==> src/csc_pkg.sv <==
// clock switch controller: shared constants, types and helpers
package csc_pkg;
   // ---------------------------------------------------------------
   // register byte offsets
   // ---------------------------------------------------------------
   localparam logic [7:0] ADR_NEW_SEL = 8'h00;
   localparam logic [7:0] ADR_CUR_STAT = 8'h04;
   localparam logic [7:0] ADR_SW_CTRL = 8'h08;
   localparam logic [7:0] ADR_HF_FRQ = 8'h0c;
   localparam logic [7:0] ADR_OSC_STAT = 8'h10;
   localparam logic [7:0] ADR_HF_TUNE = 8'h14;
   localparam logic [7:0] ADR_OSC_EN = 8'h18;
   localparam logic [7:0] ADR_EVENT = 8'h1c;
   // ---------------------------------------------------------------
   // field positions
   // ---------------------------------------------------------------
   localparam int SRC_LSB = 4;
   localparam int SRC_W = 3;
   localparam int DIV_W = 4;
   localparam int CTRL_HOLD_BIT = 7;
   localparam int CTRL_SECPWR_BIT = 6;
   localparam int CTRL_DONE_BIT = 4;
   localparam int CTRL_PEND_BIT = 3;
   localparam int STAT_RDY_LSB = 2;
   localparam int STAT_PLL_BIT = 0;
   localparam int EVT_SWITCH_BIT = 0;
   localparam int EVT_FAIL_BIT = 1;
   localparam int HF_FRQ_W = 3;
   localparam int HF_TUNE_W = 6;
   localparam int NUM_OSC = 6;
   // oscillator vector bits, same order as the ready register
   localparam int OSC_EXT = 5;
   localparam int OSC_HF = 4;
   localparam int OSC_MF = 3;
   localparam int OSC_LF = 2;
   localparam int OSC_SEC = 1;
   localparam int OSC_ADC = 0;
   // ---------------------------------------------------------------
   // source selector codes
   // ---------------------------------------------------------------
   localparam logic [2:0] SRC_HF = 3'h0;
   localparam logic [2:0] SRC_HF_PLL = 3'h1;
   localparam logic [2:0] SRC_EXT_PLL = 3'h2;
   localparam logic [2:0] SRC_SEC = 3'h3;
   localparam logic [2:0] SRC_LF = 3'h4;
   localparam logic [2:0] SRC_MF = 3'h5;
   localparam logic [2:0] SRC_ADC = 3'h6;
   localparam logic [2:0] SRC_EXT = 3'h7;
   // ---------------------------------------------------------------
   // reset values and timing
   // ---------------------------------------------------------------
   localparam logic [2:0] RST_SRC = SRC_HF;
   localparam logic [3:0] RST_DIV = 4'h0;
   localparam logic [2:0] RST_HF_FRQ = 3'h0;
   localparam logic [5:0] RST_HF_TUNE = 6'h00;
   localparam logic [5:0] RST_OSC_EN = 6'h00;
   localparam int CLK_MHZ = 125;
   localparam int LOCK_TIMEOUT_US = 200;
   // longest wait in clock cycles: exact product, no rounding
   localparam int LOCK_TIMEOUT_CYC = LOCK_TIMEOUT_US * CLK_MHZ;

   typedef enum logic [1:0] {CSC_IDLE, CSC_WAIT, CSC_PLL_SWAP, CSC_SLEEP} csc_state_t;

   function automatic logic csc_is_pll(input logic [2:0] src);
      return (src == SRC_HF_PLL) || (src == SRC_EXT_PLL);
   endfunction : csc_is_pll

   // oscillator a source needs running; a pll source needs its input
   function automatic logic [5:0] csc_src_osc(input logic [2:0] src);
      logic [5:0] v;
      v = 6'h00;
      case (src)
         SRC_HF, SRC_HF_PLL: v[OSC_HF] = 1'b1;
         SRC_EXT, SRC_EXT_PLL: v[OSC_EXT] = 1'b1;
         SRC_SEC: v[OSC_SEC] = 1'b1;
         SRC_LF: v[OSC_LF] = 1'b1;
         SRC_MF: v[OSC_MF] = 1'b1;
         default: v[OSC_ADC] = 1'b1;
      endcase
      return v;
   endfunction : csc_src_osc
endpackage : csc_pkg

==> src/csc_lock_timer.sv <==
// clock switch controller: pll lock timeout counter
`timescale 1ns/1ns
module csc_lock_timer #(
   parameter int CYCLES = csc_pkg::LOCK_TIMEOUT_CYC
) (
   input wire logic sys_clk_i,
   input wire logic rst_i,
   input wire logic run_i,
   output logic expired_o
);
   localparam int CW = $clog2(CYCLES + 1);

   typedef struct packed {
      logic [CW-1:0] cnt;
   } csc_timer_state_t;

   csc_timer_state_t q;
   csc_timer_state_t d;

   // ---------------------------------------------------------------
   // counting
   // ---------------------------------------------------------------
   always_comb begin
      d = q;
      if (!run_i) begin
         d.cnt = '0;
      end else if (!expired_o) begin
         d.cnt = q.cnt + CW'(1);
      end
   end

   // high from when the wait runs out, held there until run_i drops
   assign expired_o = run_i && (q.cnt == CW'(CYCLES - 1));

   always_ff @(posedge sys_clk_i) begin
      if (rst_i) begin
         q <= '0;
      end else begin
         q <= d;
      end
   end
endmodule : csc_lock_timer

==> src/csc_wb_slave.sv <==
// clock switch controller: classic wishbone slave front end
`timescale 1ns/1ns
module csc_wb_slave (
   input wire logic sys_clk_i,
   input wire logic rst_i,
   input wire logic wb_cyc_i,
   input wire logic wb_stb_i,
   input wire logic wb_we_i,
   input wire logic [3:0] wb_sel_i,
   input wire logic [7:0] rdata_i,
   output logic [31:0] wb_dat_o,
   output logic wb_ack_o,
   output logic wr_o
);
   typedef struct packed {
      logic ack;
      logic [31:0] dat;
   } csc_wb_state_t;

   csc_wb_state_t q;
   csc_wb_state_t d;
   logic req;

   // ---------------------------------------------------------------
   // ack one cycle after the request, dropped the cycle after
   // ---------------------------------------------------------------
   always_comb begin
      req = wb_cyc_i && wb_stb_i && !q.ack;
      d = q;
      d.ack = req;
      if (req && !wb_we_i) begin
         d.dat = {24'h000000, rdata_i};
      end
   end

   // write lands on the edge the master sees ack; lane 0 carries data
   assign wr_o = wb_cyc_i && wb_stb_i && wb_we_i && q.ack && wb_sel_i[0];
   assign wb_ack_o = q.ack;
   assign wb_dat_o = q.dat;

   always_ff @(posedge sys_clk_i) begin
      if (rst_i) begin
         q <= '0;
      end else begin
         q <= d;
      end
   end
endmodule : csc_wb_slave

==> src/csc_top.sv <==
// clock switch controller: registers, switch sequencer and pll input control
// Function
// [RL1] divider-only change is handled as a full switch, finishing fast.
// [RL2] no pending switch completes while the hold bit is one; a pll swap already in relock still completes on lock, whatever the hold bit.
// [RL3] current source/divider show old values until switch; then update, set done.
// [RL4] hardware clears pending when the switch completes.
// [RL5] pll input follows new selection, then held by current selection.
// [RL6] pll to pll input change: run on old, then suspend during relock.
// [RL7] pll failing to lock during a switch signals the fail-safe monitor; the code signals it only when a pll swap relock times out.
// [RL8] sleep before completion abandons the switch and sleeps; a pll swap in relock ignores sleep until it completes or times out.
// [RL9] wake with hold zero: run on new clock, set switch flag.
// [RL10] wake with hold one: stay on old clock, request again.
// [RL11] ready register bits 7..2 show usable oscillators, one each.
// [RL12] pll ready bit 0 needs pll enabled, input ready and locked.
// [RL13] writing a differing selection starts a switch and sets pending.
//
// Design decisions made here: the placing of the registers and the Wishbone interface to the registers.
`timescale 1ns/1ns
module csc_top #(
   parameter int LOCK_CYCLES = csc_pkg::LOCK_TIMEOUT_CYC
) (
   input wire logic sys_clk_i,
   input wire logic rst_i,
   input wire logic wb_cyc_i,
   input wire logic wb_stb_i,
   input wire logic wb_we_i,
   input wire logic [7:0] wb_adr_i,
   input wire logic [3:0] wb_sel_i,
   input wire logic [31:0] wb_dat_i,
   output logic [31:0] wb_dat_o,
   output logic wb_ack_o,
   input wire logic [5:0] osc_ready_i,
   output logic [5:0] osc_en_o,
   input wire logic pll_lock_i,
   output logic pll_en_o,
   output logic pll_from_ext_o,
   input wire logic sleep_i,
   output logic [2:0] clk_source_o,
   output logic [3:0] clk_divider_o,
   output logic clk_suspend_o,
   output logic fail_safe_monitor_fail_o,
   output logic clock_switch_irq_flag_o,
   output logic sec_osc_power_o,
   output logic [2:0] hf_freq_o,
   output logic [5:0] hf_tune_o
);
   typedef struct packed {
      csc_pkg::csc_state_t st;
      logic [2:0] new_src;
      logic [3:0] new_div;
      logic [2:0] cur_src;
      logic [3:0] cur_div;
      logic hold;
      logic sec_pwr;
      logic done;
      logic pending;
      logic [2:0] hf_frq;
      logic [5:0] hf_tune;
      logic [5:0] man_en;
      logic irq_flag;
      logic fail_flag;
      logic fail_pulse;
      logic pll_ext;
      logic lock_lost;
   } csc_top_state_t;

   csc_top_state_t q;
   csc_top_state_t d;
   logic wr;
   logic wr_new;
   logic expired;
   logic [7:0] rdata;
   logic new_pll;
   logic cur_pll;
   logic pll_swap;
   logic pll_in_rdy;
   logic pll_ready;
   logic new_ready;
   logic [5:0] osc_usable;
   logic complete;

   // ---------------------------------------------------------------
   // bus front end and lock timer
   // ---------------------------------------------------------------
   csc_wb_slave u_wb (
      .sys_clk_i(sys_clk_i),
      .rst_i(rst_i),
      .wb_cyc_i(wb_cyc_i),
      .wb_stb_i(wb_stb_i),
      .wb_we_i(wb_we_i),
      .wb_sel_i(wb_sel_i),
      .rdata_i(rdata),
      .wb_dat_o(wb_dat_o),
      .wb_ack_o(wb_ack_o),
      .wr_o(wr)
   );

   csc_lock_timer #(
      .CYCLES(LOCK_CYCLES)
   ) u_lock (
      .sys_clk_i(sys_clk_i),
      .rst_i(rst_i),
      .run_i(q.st == csc_pkg::CSC_PLL_SWAP),
      .expired_o(expired)
   );

   assign wr_new = wr && (wb_adr_i == csc_pkg::ADR_NEW_SEL);

   // ---------------------------------------------------------------
   // oscillator and pll readiness
   // ---------------------------------------------------------------
   assign osc_en_o = q.man_en | csc_pkg::csc_src_osc(q.cur_src)
      | (q.pending ? csc_pkg::csc_src_osc(q.new_src) : 6'h00);
   // [RL11] usable = enabled and ready
   assign osc_usable = osc_ready_i & osc_en_o;
   assign new_pll = csc_pkg::csc_is_pll(q.new_src);
   assign cur_pll = csc_pkg::csc_is_pll(q.cur_src);
   // [RL6] two pll sources with different inputs
   assign pll_swap = new_pll && cur_pll && (q.new_src != q.cur_src);
   assign pll_en_o = cur_pll || (q.pending && new_pll);
   assign pll_in_rdy = q.pll_ext ? osc_usable[csc_pkg::OSC_EXT] : osc_usable[csc_pkg::OSC_HF];
   // [RL12] pll ready bit
   assign pll_ready = pll_en_o && pll_in_rdy && pll_lock_i;
   // for a pll swap only the new input must be up; the relock comes after
   assign new_ready = (new_pll && !pll_swap) ? pll_ready
      : |(osc_usable & csc_pkg::csc_src_osc(q.new_src));

   // ---------------------------------------------------------------
   // register read mux
   // ---------------------------------------------------------------
   always_comb begin
      rdata = 8'h00;
      if (wb_adr_i == csc_pkg::ADR_NEW_SEL) begin
         rdata = {1'b0, q.new_src, q.new_div};
      end else if (wb_adr_i == csc_pkg::ADR_CUR_STAT) begin
         rdata = {1'b0, q.cur_src, q.cur_div};
      end else if (wb_adr_i == csc_pkg::ADR_SW_CTRL) begin
         rdata[csc_pkg::CTRL_HOLD_BIT] = q.hold;
         rdata[csc_pkg::CTRL_SECPWR_BIT] = q.sec_pwr;
         rdata[csc_pkg::CTRL_DONE_BIT] = q.done;
         rdata[csc_pkg::CTRL_PEND_BIT] = q.pending;
      end else if (wb_adr_i == csc_pkg::ADR_HF_FRQ) begin
         rdata = {5'h00, q.hf_frq};
      end else if (wb_adr_i == csc_pkg::ADR_OSC_STAT) begin
         rdata = {osc_usable, 1'b0, pll_ready};
      end else if (wb_adr_i == csc_pkg::ADR_HF_TUNE) begin
         rdata = {2'h0, q.hf_tune};
      end else if (wb_adr_i == csc_pkg::ADR_OSC_EN) begin
         rdata = {q.man_en, 2'h0};
      end else if (wb_adr_i == csc_pkg::ADR_EVENT) begin
         rdata[csc_pkg::EVT_SWITCH_BIT] = q.irq_flag;
         rdata[csc_pkg::EVT_FAIL_BIT] = q.fail_flag;
      end
   end

   // ---------------------------------------------------------------
   // next state
   // ---------------------------------------------------------------
   always_comb begin
      d = q;
      complete = 1'b0;
      d.fail_pulse = 1'b0;
      // software writes first, so hardware sets below win over clears; the new selection write is applied last
      if (wr) begin
         if (wb_adr_i == csc_pkg::ADR_SW_CTRL) begin
            d.hold = wb_dat_i[csc_pkg::CTRL_HOLD_BIT];
            d.sec_pwr = wb_dat_i[csc_pkg::CTRL_SECPWR_BIT];
         end else if (wb_adr_i == csc_pkg::ADR_HF_FRQ) begin
            d.hf_frq = wb_dat_i[csc_pkg::HF_FRQ_W-1:0];
         end else if (wb_adr_i == csc_pkg::ADR_HF_TUNE) begin
            d.hf_tune = wb_dat_i[csc_pkg::HF_TUNE_W-1:0];
         end else if (wb_adr_i == csc_pkg::ADR_OSC_EN) begin
            d.man_en = wb_dat_i[7:csc_pkg::STAT_RDY_LSB];
         end else if (wb_adr_i == csc_pkg::ADR_EVENT) begin
            if (wb_dat_i[csc_pkg::EVT_SWITCH_BIT]) begin
               d.irq_flag = 1'b0;
            end
            if (wb_dat_i[csc_pkg::EVT_FAIL_BIT]) begin
               d.fail_flag = 1'b0;
            end
         end
      end
      case (q.st)
         csc_pkg::CSC_IDLE: begin
            if (sleep_i) begin
               d.st = csc_pkg::CSC_SLEEP;
            end else if (q.pending) begin
               d.st = csc_pkg::CSC_WAIT;
            end
         end
         csc_pkg::CSC_WAIT: begin
            // [RL8] sleep abandons the switch
            if (sleep_i) begin
               d.st = csc_pkg::CSC_SLEEP;
            end else if (!q.pending) begin
               d.st = csc_pkg::CSC_IDLE;
            // [RL2] hold keeps completion off
            end else if (!q.hold && new_ready) begin
               // [RL6] suspend only for the relock
               if (pll_swap) begin
                  d.st = csc_pkg::CSC_PLL_SWAP;
                  d.lock_lost = 1'b0;
               end else begin
                  // [RL1] divider-only change takes this same path
                  complete = 1'b1;
               end
            end
         end
         csc_pkg::CSC_PLL_SWAP: begin
            if (!pll_lock_i) begin
               d.lock_lost = 1'b1;
            end
            if (q.lock_lost && pll_lock_i) begin
               complete = 1'b1;
            // [RL7] no lock in time: tell the monitor, keep old clock
            end else if (expired) begin
               d.fail_pulse = 1'b1;
               d.fail_flag = 1'b1;
               d.pending = 1'b0;
               d.st = csc_pkg::CSC_IDLE;
            end
         end
         default: begin
            if (!sleep_i) begin
               // [RL9] wake onto the new clock
               if (q.pending && !q.hold) begin
                  complete = 1'b1;
               // [RL10] wake on old clock, request again
               end else if (q.pending) begin
                  d.st = csc_pkg::CSC_WAIT;
               end else begin
                  d.st = csc_pkg::CSC_IDLE;
               end
            end
         end
      endcase
      // [RL3] status moves only here
      if (complete) begin
         d.cur_src = q.new_src;
         d.cur_div = q.new_div;
         d.done = 1'b1;
         // [RL4] switch finished
         d.pending = 1'b0;
         d.irq_flag = 1'b1;
         d.st = csc_pkg::CSC_IDLE;
      end
      // [RL13] a differing selection raises pending
      if (wr_new) begin
         d.new_src = wb_dat_i[csc_pkg::SRC_LSB +: csc_pkg::SRC_W];
         d.new_div = wb_dat_i[csc_pkg::DIV_W-1:0];
         d.pending = {d.new_src, d.new_div} != {d.cur_src, d.cur_div};
         if (d.pending) begin
            d.done = 1'b0;
         end
      end
      // [RL5] pll input fixed by new selection, then by current
      if ((d.st == csc_pkg::CSC_PLL_SWAP) || (d.pending && !csc_pkg::csc_is_pll(d.cur_src)
            && csc_pkg::csc_is_pll(d.new_src) && (d.st != csc_pkg::CSC_SLEEP))) begin
         d.pll_ext = d.new_src == csc_pkg::SRC_EXT_PLL;
      end else begin
         d.pll_ext = d.cur_src == csc_pkg::SRC_EXT_PLL;
      end
   end

   always_ff @(posedge sys_clk_i) begin
      if (rst_i) begin
         q <= '0;
         q.st <= csc_pkg::CSC_IDLE;
         q.new_src <= csc_pkg::RST_SRC;
         q.new_div <= csc_pkg::RST_DIV;
         q.cur_src <= csc_pkg::RST_SRC;
         q.cur_div <= csc_pkg::RST_DIV;
         q.hf_frq <= csc_pkg::RST_HF_FRQ;
         q.hf_tune <= csc_pkg::RST_HF_TUNE;
         q.man_en <= csc_pkg::RST_OSC_EN;
      end else begin
         q <= d;
      end
   end

   // ---------------------------------------------------------------
   // outputs
   // ---------------------------------------------------------------
   assign clk_source_o = q.cur_src;
   assign clk_divider_o = q.cur_div;
   assign clk_suspend_o = q.st == csc_pkg::CSC_PLL_SWAP;
   assign fail_safe_monitor_fail_o = q.fail_pulse;
   assign clock_switch_irq_flag_o = q.irq_flag;
   assign sec_osc_power_o = q.sec_pwr;
   assign hf_freq_o = q.hf_frq;
   assign hf_tune_o = q.hf_tune;
   assign pll_from_ext_o = q.pll_ext;
endmodule : csc_top

==> config.mk <==
export PLATFORM = sky130hd
export DESIGN_NAME = csc_top
export DESIGN_NICKNAME = d
export VERILOG_FILES = /design/src/csc_pkg.sv /design/src/csc_lock_timer.sv /design/src/csc_wb_slave.sv /design/src/csc_top.sv
export SDC_FILE = /design/constraint.sdc
export NUM_CORES = 1
export LEC_CHECK = 0
export ABC_CLOCK_PERIOD_IN_PS = 3900
export BUFFER_PORTS_ARGS = -buffer_cell sky130_fd_sc_hd__buf_2
export CAP_MARGIN = 40
export CORE_MARGIN = 8
export CORE_UTILIZATION = 40
export CTS_CLUSTER_DIAMETER = 60
export DETAILED_ROUTE_END_ITERATION = 7
export SLEW_MARGIN = 30
export SYNTH_ARGS = -nofsm -noshare
export SYNTH_HDL_FRONTEND = slang
export SYNTH_SLANG_ARGS = --single-unit
==> constraint.sdc <==
create_clock -name sys_clk_i -period 3.9 [get_ports sys_clk_i]
set_input_delay 0.39 -clock sys_clk_i [delete_from_list [all_inputs] [get_ports sys_clk_i]]
set_output_delay 0.39 -clock sys_clk_i [all_outputs]
set_load 0.01 [all_outputs]
==> results of run 1 <==
-- flip-flops by register name, indices dropped and copies added, names as in the netlist --
| register | cells |
|---|---|
| hf_tune_o | 6 |
| u_wb.wb_ack_o | 1 |
| u_lock.q | 15 |
| q | 20 |
| hf_freq_o | 3 |
| clock_switch_irq_flag_o | 1 |
| sec_osc_power_o | 1 |
| u_wb.wb_dat_o | 8 |
| clk_divider_o | 4 |
| pll_from_ext_o | 1 |
| clk_source_o | 3 |
| fail_safe_monitor_fail_o | 1 |
-- synthesized netlist by cell type, types with 5 or more instances --
| master | instances | share of area [%] |
|---|---|---|
| or3_1 | 7 | 1.1 |
| buf_2 | 7 | 0.89 |
| nand2_1 | 40 | 3.8 |
| nor2_1 | 61 | 5.8 |
| a311oi_1 | 6 | 1.3 |
| a21oi_1 | 34 | 4.3 |
| mux2i_1 | 23 | 5.9 |
| o21ai_1 | 5 | 0.64 |
| xnor2_1 | 10 | 2.2 |
| o21ai_0 | 9 | 1.1 |
| xor2_1 | 12 | 2.7 |
| nand3_1 | 30 | 3.8 |
| nand2b_1 | 11 | 1.8 |
| nand3b_1 | 5 | 0.96 |
| a22oi_1 | 5 | 0.96 |
| nor2b_1 | 5 | 0.80 |
| inv_1 | 10 | 0.96 |
| clkbuf_1 | 18 | 1.7 |
| dfxtp_1 | 64 | 33 |
| buf_4 | 40 | 7.7 |
| nand4_1 | 5 | 0.80 |
| nor3_1 | 14 | 1.8 |
-- per-layer routing --
layer  global-route usage (%)  routed length [um]
met1                    21.10                4995
met2                    27.12                4955
met3                    3.887                 720
met4                    7.356                 256
met5                        0                   0
-- per-stage QoR --
step           hold slack (ps)  cell area [um2]  util (%)
2_1_floorplan            436.0             4010         -
5_1_grt                  327.9             4415     45.81
3_5_place_dp             457.0             4192     43.48
6_report                 330.4             4415     45.81
3_3_place_gp             449.8             4164     43.20
4_1_cts                  328.4             4410     45.76
-- worst max path at each step --
stage	endpoint	slack, ps
finish	q[21]	590
global route	pll_from_ext_o	460
floorplan	q[21]	1250
detailed placement	q[21]	660
CTS	q[21]	620
global placement	q[21]	700
-- cells by family (layout without fill, tap and decap cells) --
kind of cell / Yosys count / after routing
xor gates and xnor gates: 22 / 22
adders and majority gates: 1 / 1
muxes: 23 / 23
other: 1 / 24
DFF: 64 / 64
buffers and inverters: 79 / 105
AOI/OAI and AO/OA: 99 / 99
and+or+nand+nor: 208 / 208
-- cell type report --
cell class | count | area (um2) | share of cell area [%]
Tap cell | 133 | 166.4 | 3.769
Inverter | 10 | 37.54 | 0.8501
Clock inverter | 7 | 95.09 | 2.154
Sequential cell | 64 | 1281 | 29.02
Multi-Input combinational cell | 377 | 2263 | 51.26
Clock buffer | 9 | 123.9 | 2.805
Timing Repair Buffer | 79 | 447.9 | 10.14
-- where the power goes --
group	switching [mW]	internal, mW	leakage (nW)	total (mW)
sequential	0.00383	0.658	0.516	0.661
clock	0.279	0.361	0.110	0.640
combinational	0.0607	0.0321	1.11	0.0928
-- placed cells by master (no fill, tap or decap), types with 3 or more instances in the layout --
master | Yosys | layout
a31oi_1 | 3 | 3
a21oi_1 | 34 | 34
nand2b_1 | 11 | 11
clkbuf_8 | 0 | 9
buf_4 | 40 | 12
nand3_1 | 30 | 30
mux2i_1 | 23 | 23
and3b_1 | 3 | 3
nand4_1 | 5 | 5
xor2_1 | 12 | 12
o21ai_1 | 5 | 5
a221o_1 | 3 | 3
o22ai_1 | 3 | 3
inv_1 | 10 | 10
xnor2_1 | 10 | 10
o211ai_1 | 3 | 3
conb_1 | 1 | 24
a22oi_1 | 5 | 5
o21ai_0 | 9 | 9
buf_2 | 7 | 66
or3_1 | 7 | 7
a311oi_1 | 6 | 6
a221oi_1 | 3 | 3
or2_2 | 3 | 3
and2_1 | 4 | 4
nor3_1 | 14 | 13
a32o_1 | 3 | 3
nor4b_1 | 3 | 3
a32oi_1 | 3 | 3
nor2b_1 | 5 | 5
nor4bb_1 | 3 | 3
nand2_1 | 40 | 40
dfxtp_1 | 64 | 64
nor4_1 | 4 | 4
nand3b_1 | 5 | 5
nor3b_1 | 4 | 4
nor2_1 | 61 | 61
-- critical path: stages, from the launching register on --
cell      delay [ps]
dfxtp_1          770
nor3b_1          180
o211ai_1         250
o221ai_1         150
or4_4            590
a22oi_4          310
buf_4            230
mux2i_1          290
a221oi_2          90
a31o_1           210
and2_1           140
==> impl_results.md, run 1 <==
- CP arrival: 3550 ps
- Final number of setup-violating endpoints: 0
- P&R area growth vs syn: 12.53%
- Mapped Avg Cell Area: a little under 8 um2
- DRC viols: 0
- Detailed Route WL: 10930 um
- Distinct cells, synth: 60
- Routed len/inst: 16.09 um
- Port bufs: 66
- Worst Hold End: q[10]
- Flops & latches, synth: 64
- Fill count: a little over 1000
- Worst-Margin Slew: around 800 ps
- Final Hold Vio Count: 0
- PostCTS Resize Cnt: 0
- Num rows: 36
- Final Cycle Share: 84.83%
- Reg2reg setup slack: 590 ps
- Num CTS Buffers: 9
- WS Path Type: register to register
- Worst Path Required: just over 4000 ps
- Most used DFF post-synth: dfxtp_1
- Vias per cell: 5.337
- Diodes inserted: 0
- Post-synth EDFFs: 0
- Clk_skew: approximately 10 ps
- Setup TNS Final: 0 ps
- Worst Hold Launch: wb_dat_i[7]
- Largest net degree at the start of global routing: 30
- Leakage Power: ~1.7 nW
- Setup bufs post-CTS: 0
- Core box area: 9639 um2
- WHS Path Cells: 3
- Final #Nets: 599
- CP max FO: 19
- Pins Over Slew Limit: 0
- Layout cells sized above 1: a little under a fifth
- Clock Sinks: 64
- H-tree levels: 3
- Synthesized area: 3924 um2
- Xor/xnor cell area share of the yosys netlist: 4.911%
- Worst hold-check path type: input port to register
- Overall routing resource usage: 16.87%
- IO Pins: 118
- Gpl congestion: 0.8448
- Critical Path Start: q[36]
- Clock tree buffer depth: 2
- Synth Area in Compound Gates: 17.41%
- Vias: 3624
- Crit path capture type: register
- Slew HR: between 40% and 50%
- Clk_lat worst skew: 350 ps
- DRT antenna net count: 0
- Number of max-cap violations: 0
- RSZ-0062 raised after global routing: false
- Mapped Cells: 497
- Initial antenna violation count: 0
- Worst-path clk slew: 70 ps
- Initial core utilization: about two fifths
- Number of global-route vias before repair: 3572
- Worst slack, placed: approximately 660 ps
- Seq/Total Area, Yosys: 32.65%
- Peak supply drop: 0.1571 mV
- PwrDens: 315.8 nW/um2
- Post-CTS Hold Buffers: 0
- DIE AREA: 13230 um2
- RR Endpoint: q[21]
- DIE HEIGHT: 115.0 um
- HPWL Detailed: 8260 um
- Status: completed
- Multiplexer share of the synthesized area: 5.867%
- Final min period: 3309 ps
- Number of cells after detailed placement: 663
- Final WS setup: 591.5 ps
- Root Buffer: clkbuf_8
- First-pass GRT wire length: 17710 um
- YS warnings: 0
- Worst r2r path cells: 10
- Adder-cell area share of the yosys netlist: 0.3189%
- Global route overflow: 0
- Reg2reg start: q[36]
- Final Power: 1.394 mW
- Asr flop ratio synth: 0%
- Main combinational cell family by area after synthesis: simple AND/OR/NAND/NOR gates
- TritonCTS clock tree: yes
- Fmax: 302.3 MHz
- Die width: 115.0 um
- Type of origin of the critical path: register
- DR pass1 iterations: 5
- Final Non-Filler Cells: 679
- Synth Area in Simple Gates: 26.75%
- DRT iter0 DRCs: ~240
Power figures use the tool's default switching activity.
==> run 2: changes to the inputs <==
ABC_CLOCK_PERIOD_IN_PS = 2900   (was 3900)
PLACE_DENSITY = 0.67   (was unset)
clock period = 2.9 ns   (was 3.9 ns; I/O delays follow)
==> run 2 against run 1 <==
Combinational power up 34%. Die area did not move. Global-route usage barely moved. Critical endpoint unchanged. Utilization rose by 1.9 points. Critical path type unchanged. Cell count grew 3.1%. Largest cell class unchanged.
==> impl_results.md, run 2 (synthesized netlist as in run 1, its figures left out) <==
- DIE HEIGHT: 115.0 um (unchanged)
- DIE AREA: 13230 um2 (unchanged)
- Finished Cell Area: 4599 um2 (+4.2%)
- Worst slack, placed: -98.51 ps (-756.3 ps)
- Fin Hold WS: 209.6 ps (-120.7 ps)
- DR pass1 iterations: 5 (unchanged)
- Crit path capture type: register
- Root Buffer: clkbuf_8
- Initial antenna violation count: 0 (unchanged)
- P&R area growth vs syn: 17.22%
- WS Path Type: register to register
- PwrDens: 409.8 nW/um2 (+30%)
- Worst-Margin Slew: 630.5 ps (-169.6 ps)
- Routed len/inst: 15.78 um (-1.9%)
- Final Cycle Share: 96.93% (+12 points)
- IO Pins: 118 (unchanged)
- RSZ-0062 raised after global routing: false
- Clock Sinks: 64 (unchanged)
- Vias per cell: 5.320 (-0.32%)
- Slew HR: 57.81% (+12 points)
- Port bufs: 66 (unchanged)
- Final Hold Vio Count: 0 (unchanged)
- Number of global-route vias before repair: 3714 (+4.0%)
- Leakage Power: 1.843 nW (+6.2%)
- First-pass GRT wire length: 17930 um (+1.3%)
- DRT antenna net count: 0 (unchanged)
- Diodes inserted: 0 (unchanged)
- CP arrival: 3050 ps (-500 ps)
- Commonest non-fill, non-tap cell in the layout: buf_2
- Worst hold-check path type: input port to register
- Die width: 115.0 um (unchanged)
- Status: completed
- Overall routing resource usage: 16.86% (about the same)
- DRC viols: 0 (unchanged)
- Most frequent cells in the layout: buf_2 (66), nor2_1 (61), dfxtp_1 (59), nand2_1 (40), a21oi_1 (34)
- Layout cells sized above 1: 23.81% (+4.9 points)
- Number of flip-flops in the largest register: 20 (unchanged)
- DRT iter0 DRCs: 251 (+5.5%)
- Final Power: 1.885 mW (+35%)
- Placed cell areas: 4307 um2 (+2.7%)
- Worst-path clk slew: 80 ps (about the same)
- Final number of setup-violating endpoints: 0 (unchanged)
- Detailed Route WL: 11050 um (+1.1%)
- Final #Nets: 620 (+3.5%)
- Gpl congestion: 0.9066 (+7.3%)
- Final min period: 2811 ps (-497.4 ps)
- Initial core utilization: 40.71% (unchanged)
- Worst Path Required: 3140 ps (-1010 ps)
- HPWL Detailed: 8451 um (+2.3%)
- Clock tree buffer depth: 2 (unchanged)
- Pins Over Slew Limit: 0 (unchanged)
- Clk_lat worst skew: 350 ps (about the same)
- TritonCTS clock tree: yes
- Global route overflow: 0 (unchanged)
- Fmax: 355.7 MHz (+18%)
- Number of max-cap violations: 0 (unchanged)
- Vias: 3724 (+2.8%)
- Core box area: 9639 um2 (unchanged)
- Top reg by flops: q
- Post-CTS Hold Buffers: 0 (unchanged)
- Num rows: 36 (unchanged)
- H-tree levels: 3 (unchanged)
- Num CTS Buffers: 9 (unchanged)
- Peak supply drop: 0.2160 mV (+37%)
- Largest net degree at the start of global routing: 30 (unchanged)
- Fill count: 1004 (-2.0%)
- CP max FO: 11 (-8)
- Type of origin of the critical path: register
- Clk_skew: 15.20 ps (+5.454 ps)
- Final WS setup: 88.92 ps (-502.6 ps)
run 2: cell types whose count changed in the layout (fill, tap and decap cells not counted), sizes merged:
cell      before  now
inv           11   13
buf           79   99
clkbuf         9   10
clkinv         3    2
clkinvlp       1    0
run 2: metal layers:
layer	part of all wire (%)	wire, um	vias up	track usage [%]
met5	0	0	-	0
met4	1.2	135	0	6.042
met3	6.2	688	13	3.624
met2	47	5173	145	27.44
met1	46	5051	1728	21.45
li1	-	-	1838	-
run 2: power breakdown:
group / total [mW] / internal (mW) / switching (mW) / leakage, nW
registers: 0.889 / 0.884 / 0.00507 / 0.519
logic: 0.124 / 0.0419 / 0.0817 / 1.21
clock network: 0.872 / 0.493 / 0.379 / 0.115
total: 1.88 / 1.42 / 0.465 / 1.84
run 2: per-stage QoR:
stage | instances | utilization, % | setup TNS, ps
6_report | 700 | 47.72 | 0
5_1_grt | 700 | 47.72 | 0
4_1_cts | 699 | 47.20 | 0
3_5_place_dp | 681 | 44.68 | -146.5
3_3_place_gp | 681 | 44.68 | 0
2_1_floorplan | 520 | - | 0
run 2: critical path, stage by stage, from the launching register on:
cell and delay (ps):
dfxtp_2 340, buf_4 180, and3b_1 190, nor3_1 160
o221ai_1 150, or4_4 590, a22oi_4 260, buf_6 160
mux2i_2 240, a221oi_2 80, a31o_1 210, and2_1 140
run 2: worst paths after layout:
kind	start	end	slack, ps	depth (start not counted)
max reg2reg	clk_source_o[0]	q[21]	90	11
min	wb_dat_i[7]	q[23]	210	3
max	clk_source_o[0]	q[21]	90	11
min reg2reg	q[3]	q[3]	460	2
run 2: repair_timing:
action	CTS	global route
resized for setup	1	12
setup endpoints to repair	3	3
pin swaps	1	2
buffers inserted	2	0
run 2: layout make-up:
cell class / count / area (um2) / share of cell area (%)
Timing Repair Buffer: 100 / 590.6 / 12.84
Sequential cell: 64 / 1287 / 27.99
Multi-Input combinational cell: 377 / 2293 / 49.86
Clock buffer: 9 / 123.9 / 2.693
Clock inverter: 7 / 100.1 / 2.176
Tap cell: 133 / 166.4 / 3.618
Inverter: 10 / 37.54 / 0.8161
